===== src/hdl/sdm_consts.svh =====
// Offsets, field positions, reset values and widths for the decimator block.
// Assumes byte-wide registers, each on its own aligned 32-bit AXI word.
`ifndef SDM_CONSTS_SVH
`define SDM_CONSTS_SVH

// --------------------------------------------------------------------------
// Register map (byte addresses)
// --------------------------------------------------------------------------
`define OFS_BLOCK_STRIDE 8'h20
`define OFS_FUNCTION     8'h00
`define OFS_INPUT        8'h04
`define OFS_OUTPUT       8'h08
`define OFS_LIVE_COUNT   8'h0c
`define OFS_PERIOD       8'h10
`define OFS_PULSE        8'h14
`define OFS_CONTROL      8'h18
`define OFS_SRC_SEL      8'h40
`define OFS_TIMING_SEL   8'h44
`define OFS_RATE_SHIFT   8'h48
`define OFS_RESULT_HIGH  8'h4c
`define OFS_RESULT_LOW   8'h50
`define OFS_STATUS       8'h54
`define OFS_MASK         8'h58
`define ADDR_BITS        8

// --------------------------------------------------------------------------
// Fields
// --------------------------------------------------------------------------
`define CTL_ENABLE_BIT   0
`define IN_CLOCK_HI      3
`define IN_CLOCK_LO      0
`define SRC_COL_HI       2
`define SRC_COL_LO       1
`define SRC_TSEL_BIT     0
`define TSEL_HI          2
`define TSEL_LO          1
`define RATE_HI          2
`define RATE_LO          0
`define SHIFT_HI         5
`define SHIFT_LO         4
`define STAT_READY_BIT   0

// --------------------------------------------------------------------------
// Reset values, encodings and counts
// --------------------------------------------------------------------------
`define RST_PERIOD       8'hff
`define RST_BYTE         8'h00
`define RESP_OKAY        2'b00
`define RESP_SLVERR      2'b10
`define NUM_CLK_SRC      16
`define NUM_BLOCKS       2

`endif


===== src/hdl/sdm_pkg.sv =====
// Types shared by the decimator and timing generator.
// Assumes sdm_consts.svh supplies the numeric constants.
package sdm_pkg;

  typedef enum logic [1:0]
  {
    WR_COLLECT = 2'b01,
    WR_RESP    = 2'b10
  } wr_state_type;

  // Byte configuration of one 8-bit counter block
  typedef struct packed
  {
    logic [7:0] function_cfg;
    logic [7:0] input_cfg;
    logic [7:0] output_cfg;
    logic [7:0] period_value;
    logic [7:0] pulse_width;
    logic [7:0] control;
  } timer_cfg_type;

  // Decimator control bytes
  typedef struct packed
  {
    logic [7:0] source_select;
    logic [7:0] timing_select;
    logic [7:0] rate_shift;
  } filter_cfg_type;

endpackage


===== src/hdl/sigma_delta_decimator_timing.sv =====
// Timing generator and sinc2 decimation filter for a one-bit modulator stream.
// Assumes clock sources arrive as one-cycle enables on aclk, synchronous
// comparator bits, and an AXI4-Lite master that keeps the usual handshakes.
//
// Function
// - Period register holds four times rate minus one
// - Terminal count: interrupt, capture, set data-ready
// - Four-bit input field picks one of sixteen clocks
// - Counter runs only while enable bit set
// - Rates 128/256 chain two blocks, upper enables
// - Pulse width compares count, shapes PWM high
// - Sinc2 filter, three controls, high/low results
// - Column field picks comparator bitstream feeding filter
// - Split timing field picks block driving capture
// - Rate field low bits, shift at 5:4
// - Pulse width zero or full halts samples
// - Data-ready stays until software clears it
//
// Local design decisions: the AXI4-Lite interface to the registers and the address map.
`timescale 1ns/100ps
`include "sdm_consts.svh"

module sigma_delta_decimator_timing
  import sdm_pkg::*;
#(
  parameter int NUM_COLUMNS = 4,
  parameter int ACC_W       = 24
)
(
  // Clock and reset
  input  wire logic                   aclk,
  input  wire logic                   aresetn,
  // AXI4-Lite write address
  input  wire logic [31:0]            s_axi_awaddr,
  input  wire logic                   s_axi_awvalid,
  output logic                        s_axi_awready,
  // AXI4-Lite write data
  input  wire logic [31:0]            s_axi_wdata,
  input  wire logic [3:0]             s_axi_wstrb,
  input  wire logic                   s_axi_wvalid,
  output logic                        s_axi_wready,
  // AXI4-Lite write response
  output logic [1:0]                  s_axi_bresp,
  output logic                        s_axi_bvalid,
  input  wire logic                   s_axi_bready,
  // AXI4-Lite read address
  input  wire logic [31:0]            s_axi_araddr,
  input  wire logic                   s_axi_arvalid,
  output logic                        s_axi_arready,
  // AXI4-Lite read data
  output logic [31:0]                 s_axi_rdata,
  output logic [1:0]                  s_axi_rresp,
  output logic                        s_axi_rvalid,
  input  wire logic                   s_axi_rready,
  // Clock sources and modulator bitstreams
  input  wire logic [`NUM_CLK_SRC-1:0] clk_src_en,
  input  wire logic [NUM_COLUMNS-1:0] comparator_bits,
  // Outputs
  output logic                        pwm_out,
  output logic                        irq
);

  // --------------------------------------------------------------------------
  // Address decode
  // --------------------------------------------------------------------------
  // Returns 1 when the byte address names a mapped register
  function automatic logic addr_mapped(input logic [`ADDR_BITS-1:0] a);
    logic [`ADDR_BITS-1:0] r;
    r = a & (`OFS_BLOCK_STRIDE - 8'h01);
    if (a < (`OFS_BLOCK_STRIDE << 1))
      addr_mapped = (r <= `OFS_CONTROL) && (r[1:0] == 2'b00);
    else
      addr_mapped = (a >= `OFS_SRC_SEL) && (a <= `OFS_MASK) && (a[1:0] == 2'b00);
  endfunction

  // --------------------------------------------------------------------------
  // Registers
  // --------------------------------------------------------------------------
  timer_cfg_type               tcfg_q [`NUM_BLOCKS];
  filter_cfg_type              fcfg_q;
  logic [7:0]                  cnt_q [`NUM_BLOCKS];
  logic [15:0]                 result_q;
  logic [7:0]                  status_q;
  logic [7:0]                  mask_q;

  wr_state_type                wr_state_q;
  logic                        aw_got_q;
  logic                        w_got_q;
  logic [`ADDR_BITS-1:0]       awaddr_q;
  logic [7:0]                  wbyte_q;
  logic                        wlane_q;
  logic                        wr_fire;
  logic                        rd_fire;
  logic [`ADDR_BITS-1:0]       rd_addr;
  logic                        rd_clear;

  assign wr_fire  = (wr_state_q == WR_COLLECT) && aw_got_q && w_got_q;
  assign rd_fire  = s_axi_arvalid && s_axi_arready;
  assign rd_addr  = s_axi_araddr[`ADDR_BITS-1:0];
  // Reading the low byte completes a sample read and clears data-ready
  assign rd_clear = rd_fire && (rd_addr == `OFS_RESULT_LOW);

  // --------------------------------------------------------------------------
  // AXI write channel
  // --------------------------------------------------------------------------
  always_ff @(posedge aclk)
  begin
    if (!aresetn)
    begin
      wr_state_q    <= WR_COLLECT;
      aw_got_q      <= 1'b0;
      w_got_q       <= 1'b0;
      awaddr_q      <= '0;
      wbyte_q       <= `RST_BYTE;
      wlane_q       <= 1'b0;
      s_axi_awready <= 1'b0;
      s_axi_wready  <= 1'b0;
      s_axi_bvalid  <= 1'b0;
      s_axi_bresp   <= `RESP_OKAY;
    end
    else
    begin
      case (wr_state_q)
        WR_COLLECT:
        begin
          s_axi_awready <= !aw_got_q && !(s_axi_awvalid && s_axi_awready);
          s_axi_wready  <= !w_got_q && !(s_axi_wvalid && s_axi_wready);
          if (s_axi_awvalid && s_axi_awready)
          begin
            aw_got_q <= 1'b1;
            awaddr_q <= s_axi_awaddr[`ADDR_BITS-1:0];
          end
          if (s_axi_wvalid && s_axi_wready)
          begin
            w_got_q <= 1'b1;
            wbyte_q <= s_axi_wdata[7:0];
            wlane_q <= s_axi_wstrb[0];
          end
          if (wr_fire)
          begin
            aw_got_q     <= 1'b0;
            w_got_q      <= 1'b0;
            s_axi_bvalid <= 1'b1;
            s_axi_bresp  <= addr_mapped(awaddr_q) ? `RESP_OKAY : `RESP_SLVERR;
            wr_state_q   <= WR_RESP;
          end
        end
        WR_RESP:
        begin
          if (s_axi_bready)
          begin
            s_axi_bvalid <= 1'b0;
            wr_state_q   <= WR_COLLECT;
          end
        end
        default:
        begin
          wr_state_q <= WR_COLLECT;
        end
      endcase
    end
  end

  // --------------------------------------------------------------------------
  // Configuration bytes
  // --------------------------------------------------------------------------
  // Live count has no write path: it belongs to the counter alone
  always_ff @(posedge aclk)
  begin
    if (!aresetn)
    begin
      for (int b = 0; b < `NUM_BLOCKS; b++)
      begin
        tcfg_q[b] <= '0;
        tcfg_q[b].period_value <= `RST_PERIOD;
      end
      fcfg_q <= '0;
      mask_q <= `RST_BYTE;
    end
    else if (wr_fire && wlane_q)
    begin
      for (int b = 0; b < `NUM_BLOCKS; b++)
      begin
        case (awaddr_q - `ADDR_BITS'(b * `OFS_BLOCK_STRIDE))
          `OFS_FUNCTION: tcfg_q[b].function_cfg <= wbyte_q;
          `OFS_INPUT:    tcfg_q[b].input_cfg    <= wbyte_q;
          `OFS_OUTPUT:   tcfg_q[b].output_cfg   <= wbyte_q;
          `OFS_PERIOD:   tcfg_q[b].period_value <= wbyte_q;
          `OFS_PULSE:    tcfg_q[b].pulse_width  <= wbyte_q;
          `OFS_CONTROL:  tcfg_q[b].control      <= wbyte_q;
          default:       ;
        endcase
      end
      case (awaddr_q)
        `OFS_SRC_SEL:    fcfg_q.source_select <= wbyte_q;
        `OFS_TIMING_SEL: fcfg_q.timing_select <= wbyte_q;
        `OFS_RATE_SHIFT: fcfg_q.rate_shift    <= wbyte_q;
        `OFS_MASK:       mask_q               <= wbyte_q;
        default:         ;
      endcase
    end
  end

  // --------------------------------------------------------------------------
  // Timing generator
  // --------------------------------------------------------------------------
  logic [`NUM_BLOCKS-1:0] src_tick;
  logic                   chained;
  logic                   run0;
  logic                   tick0;
  logic                   low_zero;
  logic [15:0]            count16;
  logic [15:0]            period16;
  logic [15:0]            pulse16;
  logic                   width_ok;
  logic [`NUM_BLOCKS-1:0] block_tc;
  logic                   tc_ev;
  logic                   tsel;

  // Each block decodes a clock from the sixteen sources; only block 0's pick paces counting
  for (genvar g = 0; g < `NUM_BLOCKS; g++)
  begin : g_clk_mux
    assign src_tick[g] = clk_src_en[tcfg_q[g].input_cfg[`IN_CLOCK_HI:`IN_CLOCK_LO]];
  end

  // Upper block enable alone starts the chained 16-bit counter
  assign chained  = tcfg_q[1].control[`CTL_ENABLE_BIT];
  assign run0     = tcfg_q[0].control[`CTL_ENABLE_BIT] || chained;
  assign tick0    = run0 && src_tick[0];
  assign low_zero = (cnt_q[0] == 8'h00);
  assign count16  = chained ? {cnt_q[1], cnt_q[0]} : {8'h00, cnt_q[0]};
  assign period16 = chained ? {tcfg_q[1].period_value, tcfg_q[0].period_value}
                            : {8'h00, tcfg_q[0].period_value};
  assign pulse16  = chained ? {tcfg_q[1].pulse_width, tcfg_q[0].pulse_width}
                            : {8'h00, tcfg_q[0].pulse_width};
  // A stuck-high or stuck-low PWM would never mark a period boundary
  assign width_ok = (pulse16 != 16'h0000) && (pulse16 != period16);
  assign block_tc[0] = tick0 && low_zero && !chained;
  assign block_tc[1] = tick0 && low_zero && chained && (cnt_q[1] == 8'h00);
  assign tsel     = fcfg_q.source_select[`SRC_TSEL_BIT] ||
                    (fcfg_q.timing_select[`TSEL_HI:`TSEL_LO] != 2'b00);
  assign tc_ev    = block_tc[tsel] && width_ok;

  // Down-count from the period, reload at zero
  always_ff @(posedge aclk)
  begin
    if (!aresetn)
      cnt_q[0] <= `RST_PERIOD;
    else if (!run0)
      cnt_q[0] <= tcfg_q[0].period_value;
    else if (tick0)
      cnt_q[0] <= low_zero ? tcfg_q[0].period_value : cnt_q[0] - 8'h01;
  end

  always_ff @(posedge aclk)
  begin
    if (!aresetn)
      cnt_q[1] <= `RST_PERIOD;
    else if (!chained)
      cnt_q[1] <= tcfg_q[1].period_value;
    else if (tick0 && low_zero)
      cnt_q[1] <= (cnt_q[1] == 8'h00) ? tcfg_q[1].period_value : cnt_q[1] - 8'h01;
  end

  always_ff @(posedge aclk)
  begin
    if (!aresetn)
      pwm_out <= 1'b0;
    else
      pwm_out <= run0 && (count16 < pulse16);
  end

  // --------------------------------------------------------------------------
  // Sinc2 decimation filter
  // --------------------------------------------------------------------------
  logic [ACC_W-1:0] integ1_q;
  logic [ACC_W-1:0] integ2_q;
  logic [ACC_W-1:0] last2_q;
  logic [ACC_W-1:0] last_d1_q;
  logic [ACC_W-1:0] diff1;
  logic [ACC_W-1:0] diff2;
  logic [ACC_W-1:0] shifted;
  logic [1:0]       col_sel;
  logic             mod_bit;

  // Modular arithmetic: wrap in the integrators cancels in the combs
  assign col_sel = fcfg_q.source_select[`SRC_COL_HI:`SRC_COL_LO];
  assign mod_bit = comparator_bits[col_sel];
  assign diff1   = integ2_q - last2_q;
  assign diff2   = diff1 - last_d1_q;
  assign shifted = diff2 >> {fcfg_q.rate_shift[`SHIFT_HI:`SHIFT_LO], 1'b0};

  // The modulator is sampled on the same tick that paces the counter
  always_ff @(posedge aclk)
  begin
    if (!aresetn)
    begin
      integ1_q <= '0;
      integ2_q <= '0;
    end
    else if (tick0)
    begin
      integ1_q <= integ1_q + ACC_W'(mod_bit);
      integ2_q <= integ2_q + integ1_q;
    end
  end

  always_ff @(posedge aclk)
  begin
    if (!aresetn)
    begin
      last2_q   <= '0;
      last_d1_q <= '0;
      result_q  <= '0;
    end
    else if (tc_ev)
    begin
      last2_q   <= integ2_q;
      last_d1_q <= diff1;
      // One edge loads both bytes, regardless of an unread sample
      result_q  <= shifted[15:0];
    end
  end

  // --------------------------------------------------------------------------
  // Status and interrupt
  // --------------------------------------------------------------------------
  always_ff @(posedge aclk)
  begin
    if (!aresetn)
      status_q <= `RST_BYTE;
    else if (tc_ev)
      status_q[`STAT_READY_BIT] <= 1'b1;
    else if ((wr_fire && wlane_q && (awaddr_q == `OFS_STATUS) && wbyte_q[`STAT_READY_BIT]) || rd_clear)
      status_q[`STAT_READY_BIT] <= 1'b0;
  end

  always_ff @(posedge aclk)
  begin
    if (!aresetn)
      irq <= 1'b0;
    else
      irq <= |(status_q & mask_q);
  end

  // --------------------------------------------------------------------------
  // AXI read channel
  // --------------------------------------------------------------------------
  function automatic logic [7:0] read_byte(input logic [`ADDR_BITS-1:0] a);
    logic [7:0] v;
    v = 8'h00;
    for (int b = 0; b < `NUM_BLOCKS; b++)
    begin
      case (a - `ADDR_BITS'(b * `OFS_BLOCK_STRIDE))
        `OFS_FUNCTION:   v = tcfg_q[b].function_cfg;
        `OFS_INPUT:      v = tcfg_q[b].input_cfg;
        `OFS_OUTPUT:     v = tcfg_q[b].output_cfg;
        `OFS_LIVE_COUNT: v = cnt_q[b];
        `OFS_PERIOD:     v = tcfg_q[b].period_value;
        `OFS_PULSE:      v = tcfg_q[b].pulse_width;
        `OFS_CONTROL:    v = tcfg_q[b].control;
        default:         ;
      endcase
    end
    case (a)
      `OFS_SRC_SEL:     v = fcfg_q.source_select;
      `OFS_TIMING_SEL:  v = fcfg_q.timing_select;
      `OFS_RATE_SHIFT:  v = fcfg_q.rate_shift;
      `OFS_RESULT_HIGH: v = result_q[15:8];
      `OFS_RESULT_LOW:  v = result_q[7:0];
      `OFS_STATUS:      v = status_q;
      `OFS_MASK:        v = mask_q;
      default:          ;
    endcase
    if (!addr_mapped(a))
      v = 8'h00;
    read_byte = v;
  endfunction

  always_ff @(posedge aclk)
  begin
    if (!aresetn)
    begin
      s_axi_arready <= 1'b0;
      s_axi_rvalid  <= 1'b0;
      s_axi_rdata   <= '0;
      s_axi_rresp   <= `RESP_OKAY;
    end
    else if (rd_fire)
    begin
      s_axi_arready <= 1'b0;
      s_axi_rvalid  <= 1'b1;
      s_axi_rdata   <= {24'h000000, read_byte(rd_addr)};
      s_axi_rresp   <= addr_mapped(rd_addr) ? `RESP_OKAY : `RESP_SLVERR;
    end
    else if (s_axi_rvalid && s_axi_rready)
    begin
      s_axi_rvalid  <= 1'b0;
    end
    else if (!s_axi_rvalid)
    begin
      s_axi_arready <= 1'b1;
    end
  end

endmodule


===== config.mk =====
export PLATFORM = sky130hd
export DESIGN_NAME = sigma_delta_decimator_timing
export DESIGN_NICKNAME = d
export VERILOG_FILES = /design/src/hdl/sdm_pkg.sv /design/src/hdl/sigma_delta_decimator_timing.sv
export VERILOG_INCLUDE_DIRS = /design/src /design/src/hdl
export SDC_FILE = /design/constraint.sdc
export NUM_CORES = 1
export LEC_CHECK = 0
export BUFFER_PORTS_ARGS = -buffer_cell sky130_fd_sc_hd__buf_2
export CORE_ASPECT_RATIO = 0.5
export CORE_MARGIN = 8
export CORE_UTILIZATION = 49
export DETAILED_ROUTE_END_ITERATION = 10
export GPL_ROUTABILITY_DRIVEN = 1
export PLACE_DENSITY = 0.77
export SLEW_MARGIN = 20
export SYNTH_ARGS = -nofsm -noshare
export SYNTH_HDL_FRONTEND = slang
export SYNTH_SLANG_ARGS = --single-unit

===== constraint.sdc =====
create_clock -name aclk -period 6.82 [get_ports aclk]
set_input_delay 1.023 -clock aclk [delete_from_list [all_inputs] [get_ports aclk]]
set_output_delay 1.023 -clock aclk [all_outputs]
set_load 0.05 [all_outputs]

==> results.py <==
metrics = {
    "run_status": {
        "status": "complete, no violations",
    },
    "hold_path": {
        "hold_start": "last_d1_q[9]$_SDFFE_PN0P_",
        "hold_depth": 2,
        "hold_end": "last_d1_q[9]$_SDFFE_PN0P_",
        "hold_path_class": "register to register",
    },
    "sta": {
        "clock.fmax_ghz": 0.206,
        "hold_viol": 0,
        "drv_slew": 0,
        "skew_ns": 0.0241,
        "setup_viol": 0,
        "maxSlewHeadroom_pct": 19.3,
        "finalCritPeriodShare_pct": 71.1,
        "worstMarginPinSlew_ns": 1.20,
        "rsz0062_at_grt": "no",
        "min_period_ns": 4.85,
        "tns_ns": 0,
    },
    "setup_path": {
        "r2r_setup_slack_ns": 1.97,
        "worstRegToRegCells": 20,
        "required_ns": 7.32,
        "crit_arrival_ns": 5.35,
        "start_kind": "register",
        "reg2reg_from": "integ2_q[0]$_SDFFE_PN0P_",
        "crit_type": "register to register",
        "r2r-end": "result_q[11]$_SDFFE_PN0P_",
        "path_max_fanout": 8,
        "critPathCaptureType": "register",
    },
    "final_layout": {
        "multi_input_area_um2": 8980,
        "antennaDiodeCount": 0,
        "instances_no_fill": 2403,
        "area_delta_synth_final_pct": 8.35,
        "final_common_cell": "nand2_1",
        "finalInstanceArea_um2": 18000,
        "fillers": 2986,
        "register_area_um2": 6870,
        "final_cell_mix": "nand2_1 (260), a21oi_1 (189), nor2_1 (182)",
        "nets": 2159,
        "drive_above_1_share_pct": 8.00,
        "fin_util_pct": 54.2,
    },
    "routing": {
        "antenna_left": 0,
        "drt_pass1_iterations": 8,
        "routedWlPerCell_um": 17.4,
        "vias": 14100,
        "drt_wl_total_um": 41700,
        "viasPerCell": 5.87,
        "route.detailed.drc": 0,
        "drt_iter0_drc": 1353,
    },
    "pwr": {
        "p_leak_nw": 6.87,
        "ir_drop_v": 0.000164,
        "p_per_area_nw_per_um2": 212,
    },
    "placement": {
        "place_hpwl_um": 30200,
        "place_area_um2": 17200,
        "dp_cells": 2353,
        "io_buffers": 68,
        "gp_congestion": 0.931,
    },
    "yosys": {
        "synth_top_area_cell": "dfxtp_1",
        "synthArstFlopShare_pct": 0,
        "yosysWarnings": 0,
        "synthFlopType": "dfxtp_1",
        "syn_area_um2": 16600,
        "synthTopCellsByArea": "dfxtp_1 (21%), edfxtp_1 (20%), ha_1 (6.6%), nand2_1 (5.9%), a21oi_1 (5.7%)",
        "synth_top_area_share_pct": 21.0,
        "synth-seq-cells": 287,
        "ys_types": 83,
        "synth_edf_count": 112,
        "avgSynthCellArea_um2": 8.65,
        "syn_inst": 1925,
        "ys_seq_area_share_pct": 41.3,
    },
    "clocking": {
        "cts_setup_buffers": 0,
        "cts_tree": "done",
        "clockBufferDepth": 3,
        "clock_latency_ns": 0.58,
        "root_buffer": "clkbuf_16",
        "clk_transition_reported_paths_ns": 0.07,
        "clkSinkCount": 287,
        "cts_made_buffers": 27,
        "cts.htree.levels": 1,
        "ctsHoldBuffers": 0,
        "post_cts_resized": 0,
    },
    "grt": {
        "grt_overflow_total": 0,
        "grt_max_degree": 83,
        "grt_pass1_wl_um": 67500,
        "grt_util_all_layers_pct": 19.7,
        "grt_pass1_vias": 13300,
        "antenna_found_initial": 0,
    },
    "floorplan": {
        "die_w_um": 277,
        "core_area_um2": 33300,
        "ioPinCount": 170,
        "die_area_um2": 40500,
        "core.rowCount": 47,
        "initial_core_util_pct": 50.0,
        "die_h_um": 146,
    },
    "run": {
        "drv_cap": 0,
    },
}
==> critical path, stage by stage (launching register included) <==
cell and delay, ns:
dfxtp_1 0.38, inv_1 0.06, ha_1 0.24, fa_1 0.42, nor2b_1 0.13, o21a_1 0.14, o21ai_1 0.10, a21oi_1 0.14
a21oi_1 0.14, o211ai_1 0.18, o41ai_1 0.12, or4_1 0.55, ha_1 0.45, nand2_1 0.11, o311a_1 0.38, nor3_2 0.19
o21ai_2 0.14, o21bai_1 0.22, xnor2_1 0.13, mux4_2 0.46, o21ai_1 0.11
==> final cells by class <==
type | count | area share, %
Tap cell | 441 | 3.06
Clock buffer | 41 | 4.49
Clock inverter | 9 | 0.382
Sequential cell | 287 | 38.1
Inverter | 91 | 1.91
Multi-Input combinational cell | 1456 | 49.8
Timing Repair Buffer | 78 | 2.30
==> cell usage after synthesis, types with 12 or more instances <==
master and instances:
buf_4 28, xor2_1 42, edfxtp_1 112, nand2b_1 23
nor4_1 12, a221oi_1 14, buf_2 14, nand4_1 29
mux2i_1 25, a31oi_1 22, dfxtp_1 175, o21ai_0 62
and3_1 21, a22oi_1 23, a21o_1 34, o211ai_1 14
nor2_1 182, nor2b_1 13, a21oi_1 189, nor3_1 71
and2_1 26, inv_1 81, a222oi_1 17, nand2_1 260
clkbuf_1 63, xnor2_1 53, nand3_1 57, ha_1 88
==> cells by family after synthesis <==
group	count (synthesis)	share of synthesized area, %
AND/OR/NAND/NOR	731	20.2
AO/OA/AOI/OAI	477	18.4
flip-flops	287	41.3
buffers and inverters	207	5.41
XOR/XNOR	95	5.00
adder cells (fa/ha/maj)	91	6.98
multiplexers	36	2.74
other	1	0.0225
==> registers in the layout, summed over array words and instances, names as in the netlist, 16 cells and up <==
register	cells
last2_q	22
integ2_q	22
integ1_q	22
cnt_q	16
tcfg_q	96
result_q	16
fcfg_q	22
last_d1_q	22
==> metal layers <==
metal	up-vias	wire length [um]	global-route usage (%)
met5	-	0	0
met4	0	1790	7.94
met3	124	3090	3.66
met2	534	19400	33.9
met1	6569	17500	24.4
li1	6887	-	-
==> power breakdown <==
part	internal [W]	total, W	leakage [nW]	switching [W]
Sequential	0.00182	0.00186	2.54	0.0000432
Combinational	0.000160	0.000448	3.89	0.000288
Clock	0.000827	0.00151	0.440	0.000681
Total	0.00281	0.00382	6.87	0.00101
==> worst max-delay path by stage <==
stage	end	from	slack (ns)	cells past startpoint
floorplan	result_q[11]$_SDFFE_PN0P_	integ2_q[0]$_SDFFE_PN0P_	2.43	21
global placement	result_q[11]$_SDFFE_PN0P_	integ2_q[0]$_SDFFE_PN0P_	2.06	20
detailed placement	result_q[11]$_SDFFE_PN0P_	integ2_q[0]$_SDFFE_PN0P_	2.00	20
CTS	result_q[11]$_SDFFE_PN0P_	integ2_q[0]$_SDFFE_PN0P_	1.98	20
global route	result_q[15]$_SDFFE_PN0P_	integ2_q[0]$_SDFFE_PN0P_	1.60	20
finish	result_q[11]$_SDFFE_PN0P_	integ2_q[0]$_SDFFE_PN0P_	1.97	20
==> per-stage QoR <==
stage / worst slack (ns) / hold WS (ns) / total power [W]
finish: 1.97 / 0.450 / 0.00382
global route: 1.60 / 0.466 / 0.00395
global placement: 2.06 / 0.438 / 0.00233
detailed placement: 2.00 / 0.444 / 0.00234
floorplan: 2.43 / 0.430 / 0.00224
CTS: 1.98 / 0.453 / 0.00383
Power figures use the tool's default switching activity.
